==> src/smgc_pkg.sv <==
// Purpose: constants for the protected system configuration block
// Assumes: 8-bit special function register port, 100 MHz system clock
// Notes: offsets are local choices; the identity value is arbitrary
package smgc_pkg;
    localparam logic [7:0] addr_system_setup = 8'hb1;
    localparam logic [7:0] addr_part_identifier = 8'ha1;
    localparam logic [7:0] addr_protected_write_unlock = 8'ha2;
    localparam logic [7:0] unlock_first = 8'h55;
    localparam logic [7:0] unlock_second = 8'haa;
    localparam logic [7:0] unlock_reset = 8'h00;
    localparam logic [7:0] part_identifier_value = 8'h3c; // arbitrary value
    localparam logic [1:0] setup_top_bits = 2'h1; // arbitrary value
    localparam int bit_loader = 5;
    localparam int bit_restart = 4;
    localparam int bit_prog_we = 3;
    localparam int bit_data_we = 2;
    localparam int bit_reg_off = 1;
    localparam int bit_wdog = 0;
    localparam logic [3:0] setup_rw_reset = 4'h0;
    // window length in system clocks, inside the 13..23 range
    localparam int window_cycles = 16;
    localparam logic [4:0] window_count = 5'(window_cycles - 1);
    // bounds that any expired window must respect
    localparam int window_min = 13;
    localparam int window_max = 23;
    typedef enum logic [1:0] {smgc_locked, smgc_armed, smgc_open} smgc_state_type;
endpackage

==> src/smgc_top.sv <==
// Purpose: safe mode gate, system setup and part identifier registers
// Assumes: power_on_reset is the power-on reset, reset is any device reset
// Notes: read data appear the cycle after the read strobe only
`timescale 1ns/1ps
module smgc_top (
    // clock and resets
    input wire logic clock,
    input wire logic reset,
    input wire logic power_on_reset,
    // register port
    input wire logic [7:0] address,
    input wire logic [7:0] write_data,
    input wire logic write_strobe,
    input wire logic read_strobe,
    output logic [7:0] read_data,
    // control outputs
    output logic soft_restart_pulse,
    output logic safe_mode_open,
    output logic program_flash_write_enable,
    output logic data_flash_write_enable,
    output logic regulator_disable,
    output logic watchdog_reset_enable
);
    smgc_pkg::smgc_state_type state_reg;
    logic [4:0] count_reg;
    logic [3:0] setup_reg;
    logic loader_reg;
    logic restart_reg;
    logic unlock_wr;
    logic setup_wr;

    assign unlock_wr = write_strobe && address == smgc_pkg::addr_protected_write_unlock;
    assign setup_wr = write_strobe && address == smgc_pkg::addr_system_setup;

    // unlock sequence and window timer
    always_ff @(posedge clock) begin
        if (reset) begin
            state_reg <= smgc_pkg::smgc_locked;
            count_reg <= 5'h00;
        end else begin
            case (state_reg)
                smgc_pkg::smgc_locked: begin
                    if (unlock_wr && write_data == smgc_pkg::unlock_first) begin
                        state_reg <= smgc_pkg::smgc_armed;
                    end
                end
                smgc_pkg::smgc_armed: begin
                    // only the very next unlock write counts; other writes in between are ignored
                    if (unlock_wr) begin
                        if (write_data == smgc_pkg::unlock_second) begin
                            state_reg <= smgc_pkg::smgc_open;
                            count_reg <= smgc_pkg::window_count;
                        end else if (write_data == smgc_pkg::unlock_first) begin
                            state_reg <= smgc_pkg::smgc_armed;
                        end else begin
                            state_reg <= smgc_pkg::smgc_locked;
                        end
                    end
                end
                smgc_pkg::smgc_open: begin
                    if (unlock_wr) begin
                        state_reg <= smgc_pkg::smgc_locked;
                    end else if (count_reg == 5'h00) begin
                        state_reg <= smgc_pkg::smgc_locked;
                    end else begin
                        count_reg <= count_reg - 5'h01;
                    end
                end
                default: state_reg <= smgc_pkg::smgc_locked;
            endcase
        end
    end

    assign safe_mode_open = state_reg == smgc_pkg::smgc_open;

    // protected writable bits; any reset clears them
    always_ff @(posedge clock) begin
        if (reset) begin
            setup_reg <= smgc_pkg::setup_rw_reset;
        end else if (setup_wr && safe_mode_open) begin
            setup_reg <= write_data[3:0];
        end
    end

    // restart trigger: one-cycle pulse, self-clearing
    always_ff @(posedge clock) begin
        if (reset) begin
            restart_reg <= 1'b0;
        end else begin
            restart_reg <= setup_wr && safe_mode_open && write_data[smgc_pkg::bit_restart];
        end
    end

    // loader flag: only power-on sets it, so it tells soft restarts apart
    always_ff @(posedge clock) begin
        if (power_on_reset) begin
            loader_reg <= 1'b1;
        end else if (restart_reg) begin
            loader_reg <= 1'b0;
        end
    end

    assign soft_restart_pulse = restart_reg;
    assign program_flash_write_enable = setup_reg[smgc_pkg::bit_prog_we];
    assign data_flash_write_enable = setup_reg[smgc_pkg::bit_prog_we] || setup_reg[smgc_pkg::bit_data_we];
    assign regulator_disable = setup_reg[smgc_pkg::bit_reg_off];
    assign watchdog_reset_enable = setup_reg[smgc_pkg::bit_wdog];

    // read port; unlock register is write-only and reads zero
    always_ff @(posedge clock) begin
        if (reset) begin
            read_data <= 8'h00;
        end else if (read_strobe) begin
            case (address)
                smgc_pkg::addr_system_setup:
                    read_data <= {smgc_pkg::setup_top_bits, loader_reg, 1'b0, setup_reg};
                smgc_pkg::addr_part_identifier: read_data <= smgc_pkg::part_identifier_value;
                default: read_data <= 8'h00;
            endcase
        end else begin
            read_data <= 8'h00;
        end
    end

    // checks
    // helper: length of the current open run, read only by the checks below
    logic [4:0] open_run_reg;
    always_ff @(posedge clock) begin
        if (reset) begin
            open_run_reg <= 5'h00;
        end else if (safe_mode_open) begin
            open_run_reg <= open_run_reg + 5'h01;
        end else begin
            open_run_reg <= 5'h00;
        end
    end

    // entry pair: the second byte right after 55h opens the window
    // armed state stands for the 55h half already seen
    chk_entry_opens: assert property (
        @(posedge clock) disable iff (reset)
        $past(state_reg) == smgc_pkg::smgc_armed && $past(unlock_wr)
        && $past(write_data) == smgc_pkg::unlock_second
        |-> safe_mode_open)
        else $error("window did not open");

    // a lone 55h only arms the gate, it never opens it
    // opening on the first byte would make the pair pointless
    chk_first_arms: assert property (
        @(posedge clock) disable iff (reset)
        state_reg == smgc_pkg::smgc_locked && unlock_wr && write_data == smgc_pkg::unlock_first
        |=> state_reg == smgc_pkg::smgc_armed && !safe_mode_open)
        else $error("first byte not armed");

    // other registers may be touched between the two bytes
    // so the armed state waits for the next unlock write
    chk_armed_wait: assert property (
        @(posedge clock) disable iff (reset)
        state_reg == smgc_pkg::smgc_armed && !unlock_wr
        |=> state_reg == smgc_pkg::smgc_armed)
        else $error("armed state lost");

    // a repeated 55h keeps the gate armed
    chk_armed_repeat: assert property (
        @(posedge clock) disable iff (reset)
        state_reg == smgc_pkg::smgc_armed && unlock_wr && write_data == smgc_pkg::unlock_first
        |=> state_reg == smgc_pkg::smgc_armed)
        else $error("repeat first byte dropped");

    // from locked there is no direct path to open
    chk_no_skip: assert property (
        @(posedge clock) disable iff (reset)
        state_reg == smgc_pkg::smgc_locked
        |=> !safe_mode_open)
        else $error("opened without the pair");

    // a wrong second byte must not open the window
    // the whole pair has to be written again, unless the wrong byte is 55h, which keeps the gate armed
    chk_bad_second: assert property (
        @(posedge clock) disable iff (reset)
        state_reg == smgc_pkg::smgc_armed && unlock_wr && write_data != smgc_pkg::unlock_second
        |=> !safe_mode_open)
        else $error("wrong byte opened window");

    // every window starts from the full count
    // a stale count would shorten the window silently
    chk_window_load: assert property (
        @(posedge clock) disable iff (reset)
        $rose(safe_mode_open)
        |-> count_reg == smgc_pkg::window_count)
        else $error("window count not loaded");

    // nothing but the count, an unlock write or a reset may shut an open window
    // software relies on the full window for its protected writes
    chk_window_length: assert property (
        @(posedge clock) disable iff (reset)
        safe_mode_open && !unlock_wr && count_reg != 5'h00
        |=> safe_mode_open)
        else $error("window too short");

    // the count never exceeds its load value while open
    chk_count_range: assert property (
        @(posedge clock) disable iff (reset)
        safe_mode_open
        |-> count_reg <= smgc_pkg::window_count)
        else $error("window count out of range");

    // an expired window lasted within the allowed 13 to 23 clocks
    // unlock writes and resets cut it short, so those runs are left out
    chk_run_length: assert property (
        @(posedge clock) disable iff (reset)
        $fell(safe_mode_open) && !$past(unlock_wr) && !$past(reset)
        |-> open_run_reg >= smgc_pkg::window_min && open_run_reg <= smgc_pkg::window_max)
        else $error("window length outside range");

    // the window shuts by itself once the count runs out
    // no software action is needed to close it
    chk_window_expires: assert property (
        @(posedge clock) disable iff (reset)
        $rose(safe_mode_open)
        |-> ##[1:23] !safe_mode_open)
        else $error("window never closed");

    // last count step: the gate locks on the next edge
    chk_expire_close: assert property (
        @(posedge clock) disable iff (reset)
        safe_mode_open && !unlock_wr && count_reg == 5'h00
        |=> state_reg == smgc_pkg::smgc_locked)
        else $error("window outlived its count");

    // any unlock write while open ends the window at once
    // the written value does not matter here
    chk_early_close: assert property (
        @(posedge clock) disable iff (reset)
        safe_mode_open && unlock_wr
        |=> !safe_mode_open)
        else $error("unlock write did not close");

    // closed gate: a setup write is dropped without trace
    // no partial update may leak into the flash or power controls
    chk_locked_write: assert property (
        @(posedge clock) disable iff (reset)
        setup_wr && !safe_mode_open
        |=> $stable(setup_reg))
        else $error("protected write leaked");

    // protected bits move only on a setup write
    chk_setup_hold: assert property (
        @(posedge clock) disable iff (reset)
        !setup_wr
        |=> $stable(setup_reg))
        else $error("setup bits changed unasked");

    // open gate: the writable bits take the written value
    // the restart bit is not stored, it only fires the pulse
    chk_open_write: assert property (
        @(posedge clock) disable iff (reset)
        setup_wr && safe_mode_open
        |=> setup_reg == $past(write_data[3:0]))
        else $error("setup not written");

    // flash gates follow the written enables: bit 3 opens both stores, bit 2 data alone
    chk_flash_gates: assert property (
        @(posedge clock) disable iff (reset)
        setup_wr && safe_mode_open
        |=> program_flash_write_enable == $past(write_data[smgc_pkg::bit_prog_we])
            && data_flash_write_enable == ($past(write_data[smgc_pkg::bit_prog_we])
            || $past(write_data[smgc_pkg::bit_data_we])))
        else $error("flash gates wrong");

    // regulator and watchdog controls follow their written bits
    chk_power_gates: assert property (
        @(posedge clock) disable iff (reset)
        setup_wr && safe_mode_open
        |=> regulator_disable == $past(write_data[smgc_pkg::bit_reg_off])
            && watchdog_reset_enable == $past(write_data[smgc_pkg::bit_wdog]))
        else $error("power controls wrong");

    // any reset returns the writable bits and the gate to their idle values
    // so flash stays protected and the regulator runs after every reset
    chk_reset_values: assert property (
        @(posedge clock)
        reset
        |=> setup_reg == smgc_pkg::setup_rw_reset && state_reg == smgc_pkg::smgc_locked && !soft_restart_pulse)
        else $error("reset values wrong");

    // the restart request is one clock wide and clears itself;
    // the system loops it onto reset, so reset cannot gate this check
    chk_restart_pulse: assert property (
        @(posedge clock) disable iff (power_on_reset)
        soft_restart_pulse
        |=> !soft_restart_pulse)
        else $error("restart not self clearing");

    // a restart only follows a safe-mode setup write
    chk_restart_cause: assert property (
        @(posedge clock) disable iff (power_on_reset)
        soft_restart_pulse
        |-> $past(setup_wr) && $past(safe_mode_open))
        else $error("restart without open write");

    // power-on alone sets the loader flag
    chk_loader_set: assert property (
        @(posedge clock)
        power_on_reset
        |=> loader_reg)
        else $error("loader flag not set");

    // a soft restart clears the loader flag, marking the restart
    chk_loader_clear: assert property (
        @(posedge clock) disable iff (power_on_reset)
        soft_restart_pulse
        |=> !loader_reg)
        else $error("loader flag kept");

    // setup read shows the loader flag, a zero trigger bit and the writable bits
    chk_setup_read: assert property (
        @(posedge clock) disable iff (reset)
        read_strobe && address == smgc_pkg::addr_system_setup
        |=> read_data[smgc_pkg::bit_loader] == $past(loader_reg) && !read_data[smgc_pkg::bit_restart]
            && read_data[3:0] == $past(setup_reg))
        else $error("setup read wrong");

    // the identifier reads the same fixed code every time
    // earlier writes to it must leave no mark
    chk_ident_read: assert property (
        @(posedge clock) disable iff (reset)
        read_strobe && address == smgc_pkg::addr_part_identifier
        |=> read_data == smgc_pkg::part_identifier_value)
        else $error("bad identifier");

    // the unlock register is write-only and reads back as zero
    chk_unlock_read: assert property (
        @(posedge clock) disable iff (reset)
        read_strobe && address == smgc_pkg::addr_protected_write_unlock
        |=> read_data == smgc_pkg::unlock_reset)
        else $error("unlock register readable");

    // main scenarios
    cov_open: cover property (@(posedge clock) $rose(safe_mode_open));
    cov_expire: cover property (@(posedge clock) safe_mode_open && count_reg == 5'h00 && !unlock_wr);
    cov_early_close: cover property (@(posedge clock) safe_mode_open && unlock_wr);
    cov_restart: cover property (@(posedge clock) soft_restart_pulse);
    cov_flash_we: cover property (@(posedge clock) $rose(program_flash_write_enable));
endmodule

==> config.mk <==
export PLATFORM = sky130hd
export DESIGN_NAME = smgc_top
export DESIGN_NICKNAME = d
export VERILOG_FILES = /design/src/smgc_pkg.sv /design/src/smgc_top.sv
export SDC_FILE = /design/constraint.sdc
export NUM_CORES = 1
export LEC_CHECK = 0
export ABC_AREA = 1
export BUFFER_PORTS_ARGS = -buffer_cell sky130_fd_sc_hd__buf_4
export CORE_MARGIN = 2
export CORE_UTILIZATION = 52
export DETAILED_ROUTE_END_ITERATION = 6
export GPL_ROUTABILITY_DRIVEN = 0
export PLACE_DENSITY = 0.86
export SLEW_MARGIN = 10
export SYNTH_ARGS = -nofsm -noshare
export SYNTH_HDL_FRONTEND = slang
export SYNTH_SLANG_ARGS = --single-unit
==> constraint.sdc <==
create_clock -name clock -period 2.24 [get_ports clock]
set_clock_uncertainty 0.1 [all_clocks]
set_input_delay 0.448 -clock clock [delete_from_list [all_inputs] [get_ports clock]]
set_output_delay 0.448 -clock clock [all_outputs]
set_load 0.01 [all_outputs]
==> results of run 1 <==
==> report_power, final <==
| part | leakage (nW) | internal [mW] | total [mW] | switching, mW |
|---|---|---|---|---|
| clock network | 0.0279 | 0.181 | 0.296 | 0.115 |
| registers | 0.161 | 0.356 | 0.356 | 0.0000272 |
| logic | 0.492 | 0.0313 | 0.0608 | 0.0295 |
==> cell families (layout without fill, tap and decap cells) <==
family	Yosys count	count (layout)	share of synthesized area (%)
and+or+nand+nor	79	79	37.4
adders and majority gates	1	1	1.25
DFF	20	20	40.0
buffers and inverters	29	65	11.3
AOI/OAI and AO/OA	19	19	9.75
other	1	1	0.375
==> cells in the mapped netlist <==
cell	number
buf_4	1
nand3_2	2
o21bai_1	1
nor2_4	2
ha_1	1
nor2_2	3
dfxtp_1	20
nor2_1	22
nand2_2	2
o21ai_0	5
o21ai_1	4
a21oi_1	9
inv_1	25
nand3_4	1
nand2_1	33
conb_1	1
inv_2	3
nand2_4	1
nand3_1	13
==> through the flow <==
stage          util, %  setup WS (ns)  hold WS [ns]  area, um2  power [mW]
2_1_floorplan        -          0.884         0.321       1000       0.387
3_3_place_gp      72.1          0.704         0.329       1270       0.421
3_5_place_dp      72.1          0.615         0.348       1270       0.424
4_1_cts           75.1          0.536         0.222       1330       0.719
5_1_grt           75.1          0.489         0.222       1330       0.739
6_report          75.1          0.541         0.234       1330       0.712
==> area by class of cell <==
| class | count | share of cell area [%] |
|---|---|---|
| repair buffers | 33 | 18.7 |
| well taps | 25 | 2.36 |
| clock buffers | 3 | 1.70 |
| clock inverters | 1 | 2.27 |
| flip-flops and latches | 20 | 30.2 |
| inverters | 28 | 7.93 |
| multi-input cells | 100 | 36.8 |
==> cells in the final DEF, fill, tap and decap left out <==
master      n
bufinv_16   1
conb_1      1
o21ai_1     4
nor2_1     22
o21ai_0     5
inv_1      25
dfxtp_1    20
nand3_2     2
nor2_2      3
a21oi_1     9
nand2_4     1
nor2_4      2
nand3_1    13
o21bai_1    1
inv_2       3
nand2_1    33
nand2_2     2
ha_1        1
buf_4      33
clkbuf_4    3
nand3_4     1
==> worst max-delay path: cells and delay by family, from the launching register on <==
kind          cells  cell delay, ns
flops             1            0.36
simple gates      1            0.24
buf+inv           2            0.25
==> per-layer routing <==
layer | vias to the layer above | GRT usage [%] | routed length [um]
met5 | - | 0 | 0
met4 | 0 | 9.73 | 18
met3 | 2 | 3.40 | 81
met2 | 20 | 41.1 | 1200
li1 | 525 | - | -
met1 | 447 | 24.6 | 934
==> how the worst min path moves through the flow <==
stage / slack, ns / cells after the start / to
6_report: 0.23 / 2 / count_reg[1]
5_1_grt: 0.22 / 2 / count_reg[1]
4_1_cts: 0.22 / 2 / count_reg[1]
3_5_place_dp: 0.35 / 2 / count_reg[4]
3_3_place_gp: 0.33 / 2 / count_reg[4]
2_1_floorplan: 0.32 / 2 / count_reg[4]
==> metrics, run 1 <==
crit path DAT 1.15 ns; final hold violations 0; synth unique cells 19; antenna cells 0; R2R depth 9; Die X 47.9 um; clk sinks 20; first-pass GRT wire length ~3500 um; CTS Root Buffer Type clkbuf_4; Mapped Cells 149; Post-Synthesis Cell Area 1000 um2; Port Buf Inserts 33; cts bufs inserted 3; peak fanout along the critical path 10; # IOs 35; fillers 150; vias per inst 4.73; share of cells above drive strength 1 27.6%; Core ar. 1760 um2; Post-CTS Repair Setup Buffers 0; Worst R2R Start count_reg[0]; Ys Warns 0; CTS tree built; cell count after placement around 210; worst r2r dst count_reg[0]; worst min-delay path category primary input to flip-flop; Initial Util 56.7%; critical path class flip-flop to primary output; f_max 589 MHz; worst-case clock buffer depth 2; Hold Buf Count CTS 0; top cell type's share of synthesized area 40.0%; gr ovfl total 0; antenna viol nets, final 0; Synthesized Nets ~170; status finished clean; floorplan row count 15; top cells by area, synth dfxtp_1 40%, nand2_1 12%, inv_1 9.4%, nor2_1 8.3%, nand3_1 6.5%; Slowest cell on crit path dfxtp_1; Worst VDD drop 331 uV; Final Non-Filler Cells 210; critical path launch point type flip-flop; Layout Area Growth over Synthesis 32.4%; largest net degree at the start of global routing 13; Max-Cap Viols 0; Routed WL 2230 um; Setup crit end safe_mode_open; leading area contributor after synthesis dfxtp_1; internal reg-to-reg setup slack 0.76 ns; final max-slew violation count 0; Mean Syn Cell Area 6.72 um2; Final Cycle Share between 70% and 80%; Layout Nets 208; initial antenna violation count 0; hold_sp reset; Die ar. 2290 um2; H-Tree Depth 1; number of global-route vias before repair 883; fin crit period between 1.5 and 2 ns; max reg flops 7; Crit path required time 1.69 ns; Power per Cell Area 537 nW/um2; unrepaired setup endpoints after global routing no; CP max stage delay roughly 0.36 ns; Pleak 0.681 nW; Worst Setup End Kind primary output; 1st-iter DRT viols 14; Final setup viols 0; wire per inst about 11 um; area of the multi-input gates 488 um2; routed via count 994; total global-route track usage between 20% and 30%; FF+latch count, synth 20; Register Area 400 um2; Setup TNS Final 0 ns; Die H 47.9 um; clk_lat worst skew ~0.3 ns; Seq/Total Area, Yosys between 40% and 50%; first-pass detailed-route iteration total 4; crit path launch state_reg[1]; Post-DP HPWL 1810 um; PostCTS Resize Cnt 0; DR DRC count 0; Reg clk slew, reported paths 0.12 ns; ordered cell list for the critical path inv_2 > nor2_4 > buf_4
Note: power is estimated with default switching activity, not from simulation.
==> run 2: changes to the inputs <==
--- a/config.mk
+++ b/config.mk
@@ -8,10 +8,10 @@
 export ABC_AREA = 1
 export BUFFER_PORTS_ARGS = -buffer_cell sky130_fd_sc_hd__buf_4
 export CORE_MARGIN = 2
-export CORE_UTILIZATION = 52
+export CORE_UTILIZATION = 48
 export DETAILED_ROUTE_END_ITERATION = 6
 export GPL_ROUTABILITY_DRIVEN = 0
-export PLACE_DENSITY = 0.86
+export PLACE_DENSITY = 0.8
 export SLEW_MARGIN = 10
 export SYNTH_ARGS = -nofsm -noshare
 export SYNTH_HDL_FRONTEND = slang
==> constraint.sdc (replaced) <==
create_clock -name clock -period 1.8 [get_ports clock]
set_clock_uncertainty 0.1 [all_clocks]
set_input_delay 0.36 -clock clock [delete_from_list [all_inputs] [get_ports clock]]
set_output_delay 0.36 -clock clock [all_outputs]
set_load 0.01 [all_outputs]
==> run 2 against run 1 <==
Effect of this change: setup slack got worse by 0.38 ns; clock power shrank 11%; die area increased by 7.6%; sequential share of layout area rose by 0.32 points; combinational power is 24% higher; first-iteration DRC count rose by 50%; critical path depth is the same; critical path type unchanged; highest routed layer unchanged.
==> metrics, run 2 (synthesis gave the netlist of run 1 again) <==
M3 GR Usage under 10%; Post-CTS Repair Setup Buffers 0; DR DRC count 0; cell count after placement approximately 210; final hold slack 0.143 ns; wire per inst 10.4 um; Hold Buf Count CTS 0; Power per Cell Area around 600 nW/um2; vias per inst 4.82; max reg flops 7; Final Cycle Share 90.8%; worst-case clock buffer depth 2; cts bufs inserted 3; crit path DAT around 1.2 ns; status finished clean; final hold violations 0; number of global-route vias before repair 926; Layout Nets 208; fillers 190; H-Tree Depth 1; first-pass GRT wire length 3720 um; fin crit period between 1.5 and 2 ns; Layout Area Growth over Synthesis 31.0%; Worst Setup End Kind primary output; unrepaired setup endpoints after global routing no; critical path launch point type flip-flop; Die X 49.7 um; largest net degree at the start of global routing 12; routed via count 1,021; Final Non-Filler Cells roughly 210; share of cells above drive strength 1 ~28%; Most Crowded Layer GR met2; post-layout util between 60% and 70%; clk_lat worst skew 0.30 ns; Core ar. 1960 um2; Register Area ~400 um2; # IOs 35; antenna cells 0; CP max stage delay 0.37 ns; CTS tree built; total power 0.780 mW; worst min-delay path category primary input to flip-flop; clk sinks 20; PostCTS Resize Cnt 0; Pleak a little under 0.7 nW; Die ar. 2470 um2; f_max 612 MHz; peak fanout along the critical path 10; Die H 49.7 um; 1st-iter DRT viols 21; grt met2 use 36.4%; ordered cell list for the critical path inv_2 > nor2_4 > buf_4; Crit path required time between 1 and 1.5 ns; Port Buf Inserts 33; Initial Util 51.0%; CTS Root Buffer Type clkbuf_4; first-pass detailed-route iteration total 4; total global-route track usage 19.2%; critical path class flip-flop to primary output; Setup TNS Final 0 ns; Max-Cap Viols 0; antenna viol nets, final 0; Post-DP HPWL between 1500 and 2000 um; met1 GRT Util 21.6%; area of the multi-input gates 488 um2; initial antenna violation count 0; Reg clk slew, reported paths 0.11 ns; Slowest cell on crit path dfxtp_1; Worst VDD drop 460 uV; floorplan row count 16; Routed WL 2200 um; final max-slew violation count 0; gr ovfl total 0; highest-count cells in the layout ignoring fill and taps 33 x nand2_1, 33 x buf_4, 25 x inv_1; Final setup viols 0
==> run 2: cell types whose count changed in the layout (fill, tap and decap cells not counted) <==
cell,delta
bufinv_16,-1
clkbuf_8,+1
==> run 2: per-stage QoR <==
| stage | area [um2] | worst slack, ns |
|---|---|---|
| 5_1_grt | 1310 | 0.108 |
| 6_report | 1310 | 0.166 |
| 2_1_floorplan | 1000 | 0.459 |
| 4_1_cts | 1310 | 0.165 |
| 3_5_place_dp | 1270 | 0.260 |
| 3_3_place_gp | 1270 | 0.342 |
==> run 2: path summary, 6_finish.rpt <==
kind	start	end	slack, ns	cells after the start
worst max-delay path	state_reg[1]	safe_mode_open	0.17	3
worst min-delay path	reset	state_reg[1]	0.14	2
worst max register to register	count_reg[0]	count_reg[3]	0.28	10
worst min register to register	soft_restart_pulse	loader_reg	0.36	1
==> run 2: routing by layer <==
layer  wire, um  vias up
li1           -      530
met1        961      457
met2       1090       32
met3        130        2
met4         19        0
met5          0        -
==> run 2: worst max-delay path, delay by kind of cell, from the launching register on <==
kind          cells  cell delay [ns]
flops             1             0.37
buf+inv           2             0.26
simple gates      1             0.24
==> run 2: cell type report <==
class | instances | area share, %
clock buffer | 4 | 2.77
timing repair buffer | 33 | 18.9
tap | 27 | 2.58
inverter | 28 | 8.02
sequential | 20 | 30.5
multi-input combinational | 100 | 37.2
==> run 2: power breakdown <==
group / internal, mW / leakage [nW] / switching (mW)
clock: 0.123 / 0.0210 / 0.139
combinational: 0.0390 / 0.492 / 0.0363
sequential: 0.442 / 0.161 / 0.0000353
total: 0.605 / 0.674 / 0.175
==> run 3: changes to the inputs <==
--- a/config.mk
+++ b/config.mk
@@ -8,10 +8,12 @@
 export ABC_AREA = 1
 export BUFFER_PORTS_ARGS = -buffer_cell sky130_fd_sc_hd__buf_4
 export CORE_MARGIN = 2
-export CORE_UTILIZATION = 48
+export CORE_UTILIZATION = 45
+export CTS_BUF_LIST = sky130_fd_sc_hd__clkbuf_2 sky130_fd_sc_hd__clkbuf_4 sky130_fd_sc_hd__clkbuf_8
+export CTS_CLUSTER_DIAMETER = 100
 export DETAILED_ROUTE_END_ITERATION = 6
 export GPL_ROUTABILITY_DRIVEN = 0
-export PLACE_DENSITY = 0.8
+export PLACE_DENSITY = 0.76
 export SLEW_MARGIN = 10
 export SYNTH_ARGS = -nofsm -noshare
 export SYNTH_HDL_FRONTEND = slang
==> run 3 against run 2 <==
Effect of this change: wire length is 4.5% lower; cell area barely moved; maximum frequency decreased by 1.3%; critical endpoint unchanged; sequential share of layout area is essentially flat; die area is 6.1% higher; non-clock buffer count unchanged; setup slack got worse by 0.022 ns; clock-buffer cell count is the same; critical path depth unchanged; first-iteration DRC count down 48%.
==> metrics, run 3 (synthesis gave the netlist of run 1 again) <==
Reg clk slew, reported paths 0.12 ns; fin crit period between 1.5 and 2 ns; Die ar. 2620 um2; Port Buf Inserts 33; Place WS 0.279 ns; hold depth 2; internal reg-to-reg setup slack 0.30 ns; Die X 51.2 um; final max-slew violation count 0; worst r2r dst count_reg[2]; clk sinks 20; clk_lat worst skew 0.30 ns; Max-Cap Viols 0; Worst Setup End Kind primary output; routed via count 1,006; met3 routed WL 121 um; gr ovfl total 0; Pleak 0.674 nW; crit path DAT 1.20 ns; Power per Cell Area 591 nW/um2; Die H between 50 and 60 um; floorplan row count 17; f_max 604 MHz; PostCTS Resize Cnt 0; Hold Buf Count CTS 0; first-pass detailed-route iteration total 4; final hold violations 0; antenna cells 0; number of global-route vias before repair 886; end of the worst hold path state_reg[1]; Initial Util 46.6%; fillers 199; H-Tree Depth 1; Post-Route M1 WL 889 um; metal2 WL 1070 um; Setup TNS Final 0 ns; critical path launch point type flip-flop; CTS tree built; DR DRC count 0; hold_sp reset; area of the multi-input gates 488 um2; worst min-delay path category primary input to flip-flop; Core ar. 2150 um2; Post-CTS Repair Setup Buffers 0; total global-route track usage 17.4%; Final setup viols 0; Crit path required time 1.34 ns; unrepaired setup endpoints after global routing no; R2R depth 10; status finished clean; Post-DP HPWL 1720 um; 1st-iter DRT viols 11; # IOs 35; critical path class flip-flop to primary output; highest-count cells in the layout ignoring fill and taps 33 x nand2_1, 33 x buf_4, 25 x inv_1; cts bufs inserted 3; largest net degree at the start of global routing 12; Final Cycle Share between 90 and 100%; Worst R2R Start count_reg[0]; first-pass GRT wire length ~3500 um; Top Metal Used met4; antenna viol nets, final 0; Layout Nets 208; Routed WL 2100 um; vias per inst 4.72; max reg flops 7; CTS Root Buffer Type clkbuf_4; wire per inst 9.86 um; share of cells above drive strength 1 27.6%; peak fanout along the critical path 10; Layout Area Growth over Synthesis 31.1%; Register Area roughly 400 um2; initial antenna violation count 0; worst-case clock buffer depth 2; Worst VDD drop roughly 410 uV; worst setup margin 0.144 ns
-- run 3: how the worst max path moves through the flow --
stage	startpoint	end	slack [ns]	cells past startpoint
floorplan	count_reg[0]	count_reg[3]	0.46	10
global placement	address[3]	count_reg[2]	0.35	9
detailed placement	address[3]	setup_reg[1]	0.28	7
CTS	state_reg[1]	safe_mode_open	0.16	3
global route	state_reg[1]	safe_mode_open	0.11	3
finish	state_reg[1]	safe_mode_open	0.14	3
-- run 3: area by class of cell --
type                            count  share of cell area (%)
Clock buffer                        4                    2.76
Inverter                           28                    8.01
Multi-Input combinational cell    100                    37.2
Sequential cell                    20                    30.5
Tap cell                           28                    2.67
Timing Repair Buffer               33                    18.9
-- run 3: through the flow --
stage          instances  hold WS [ns]  utilization [%]  power [mW]  cell area, um2
2_1_floorplan        149         0.321                -       0.481            1000
3_3_place_gp         209         0.330             59.4       0.524            1280
3_5_place_dp         209         0.333             59.4       0.527            1280
4_1_cts              213         0.144             61.1       0.777            1310
5_1_grt              213         0.136             61.1       0.808            1310
6_report             213         0.144             61.1       0.776            1310
-- run 3: routing by layer --
layer | up-vias | track usage, %
li1 | 530 | -
met1 | 443 | 20.0
met2 | 29 | 31.0
met3 | 4 | 3.22
met4 | 0 | 8.11
met5 | - | 0
-- run 3: report_power, final --
| part | internal (mW) | switching (mW) |
|---|---|---|
| clock | 0.123 | 0.136 |
| sequential | 0.442 | 0.0000311 |
| combinational | 0.0389 | 0.0353 |
-- run 3: critical path: stages (launching register included) --
cell	delay, ns
dfxtp_1	0.38
inv_2	0.08
nor2_4	0.25
buf_4	0.18
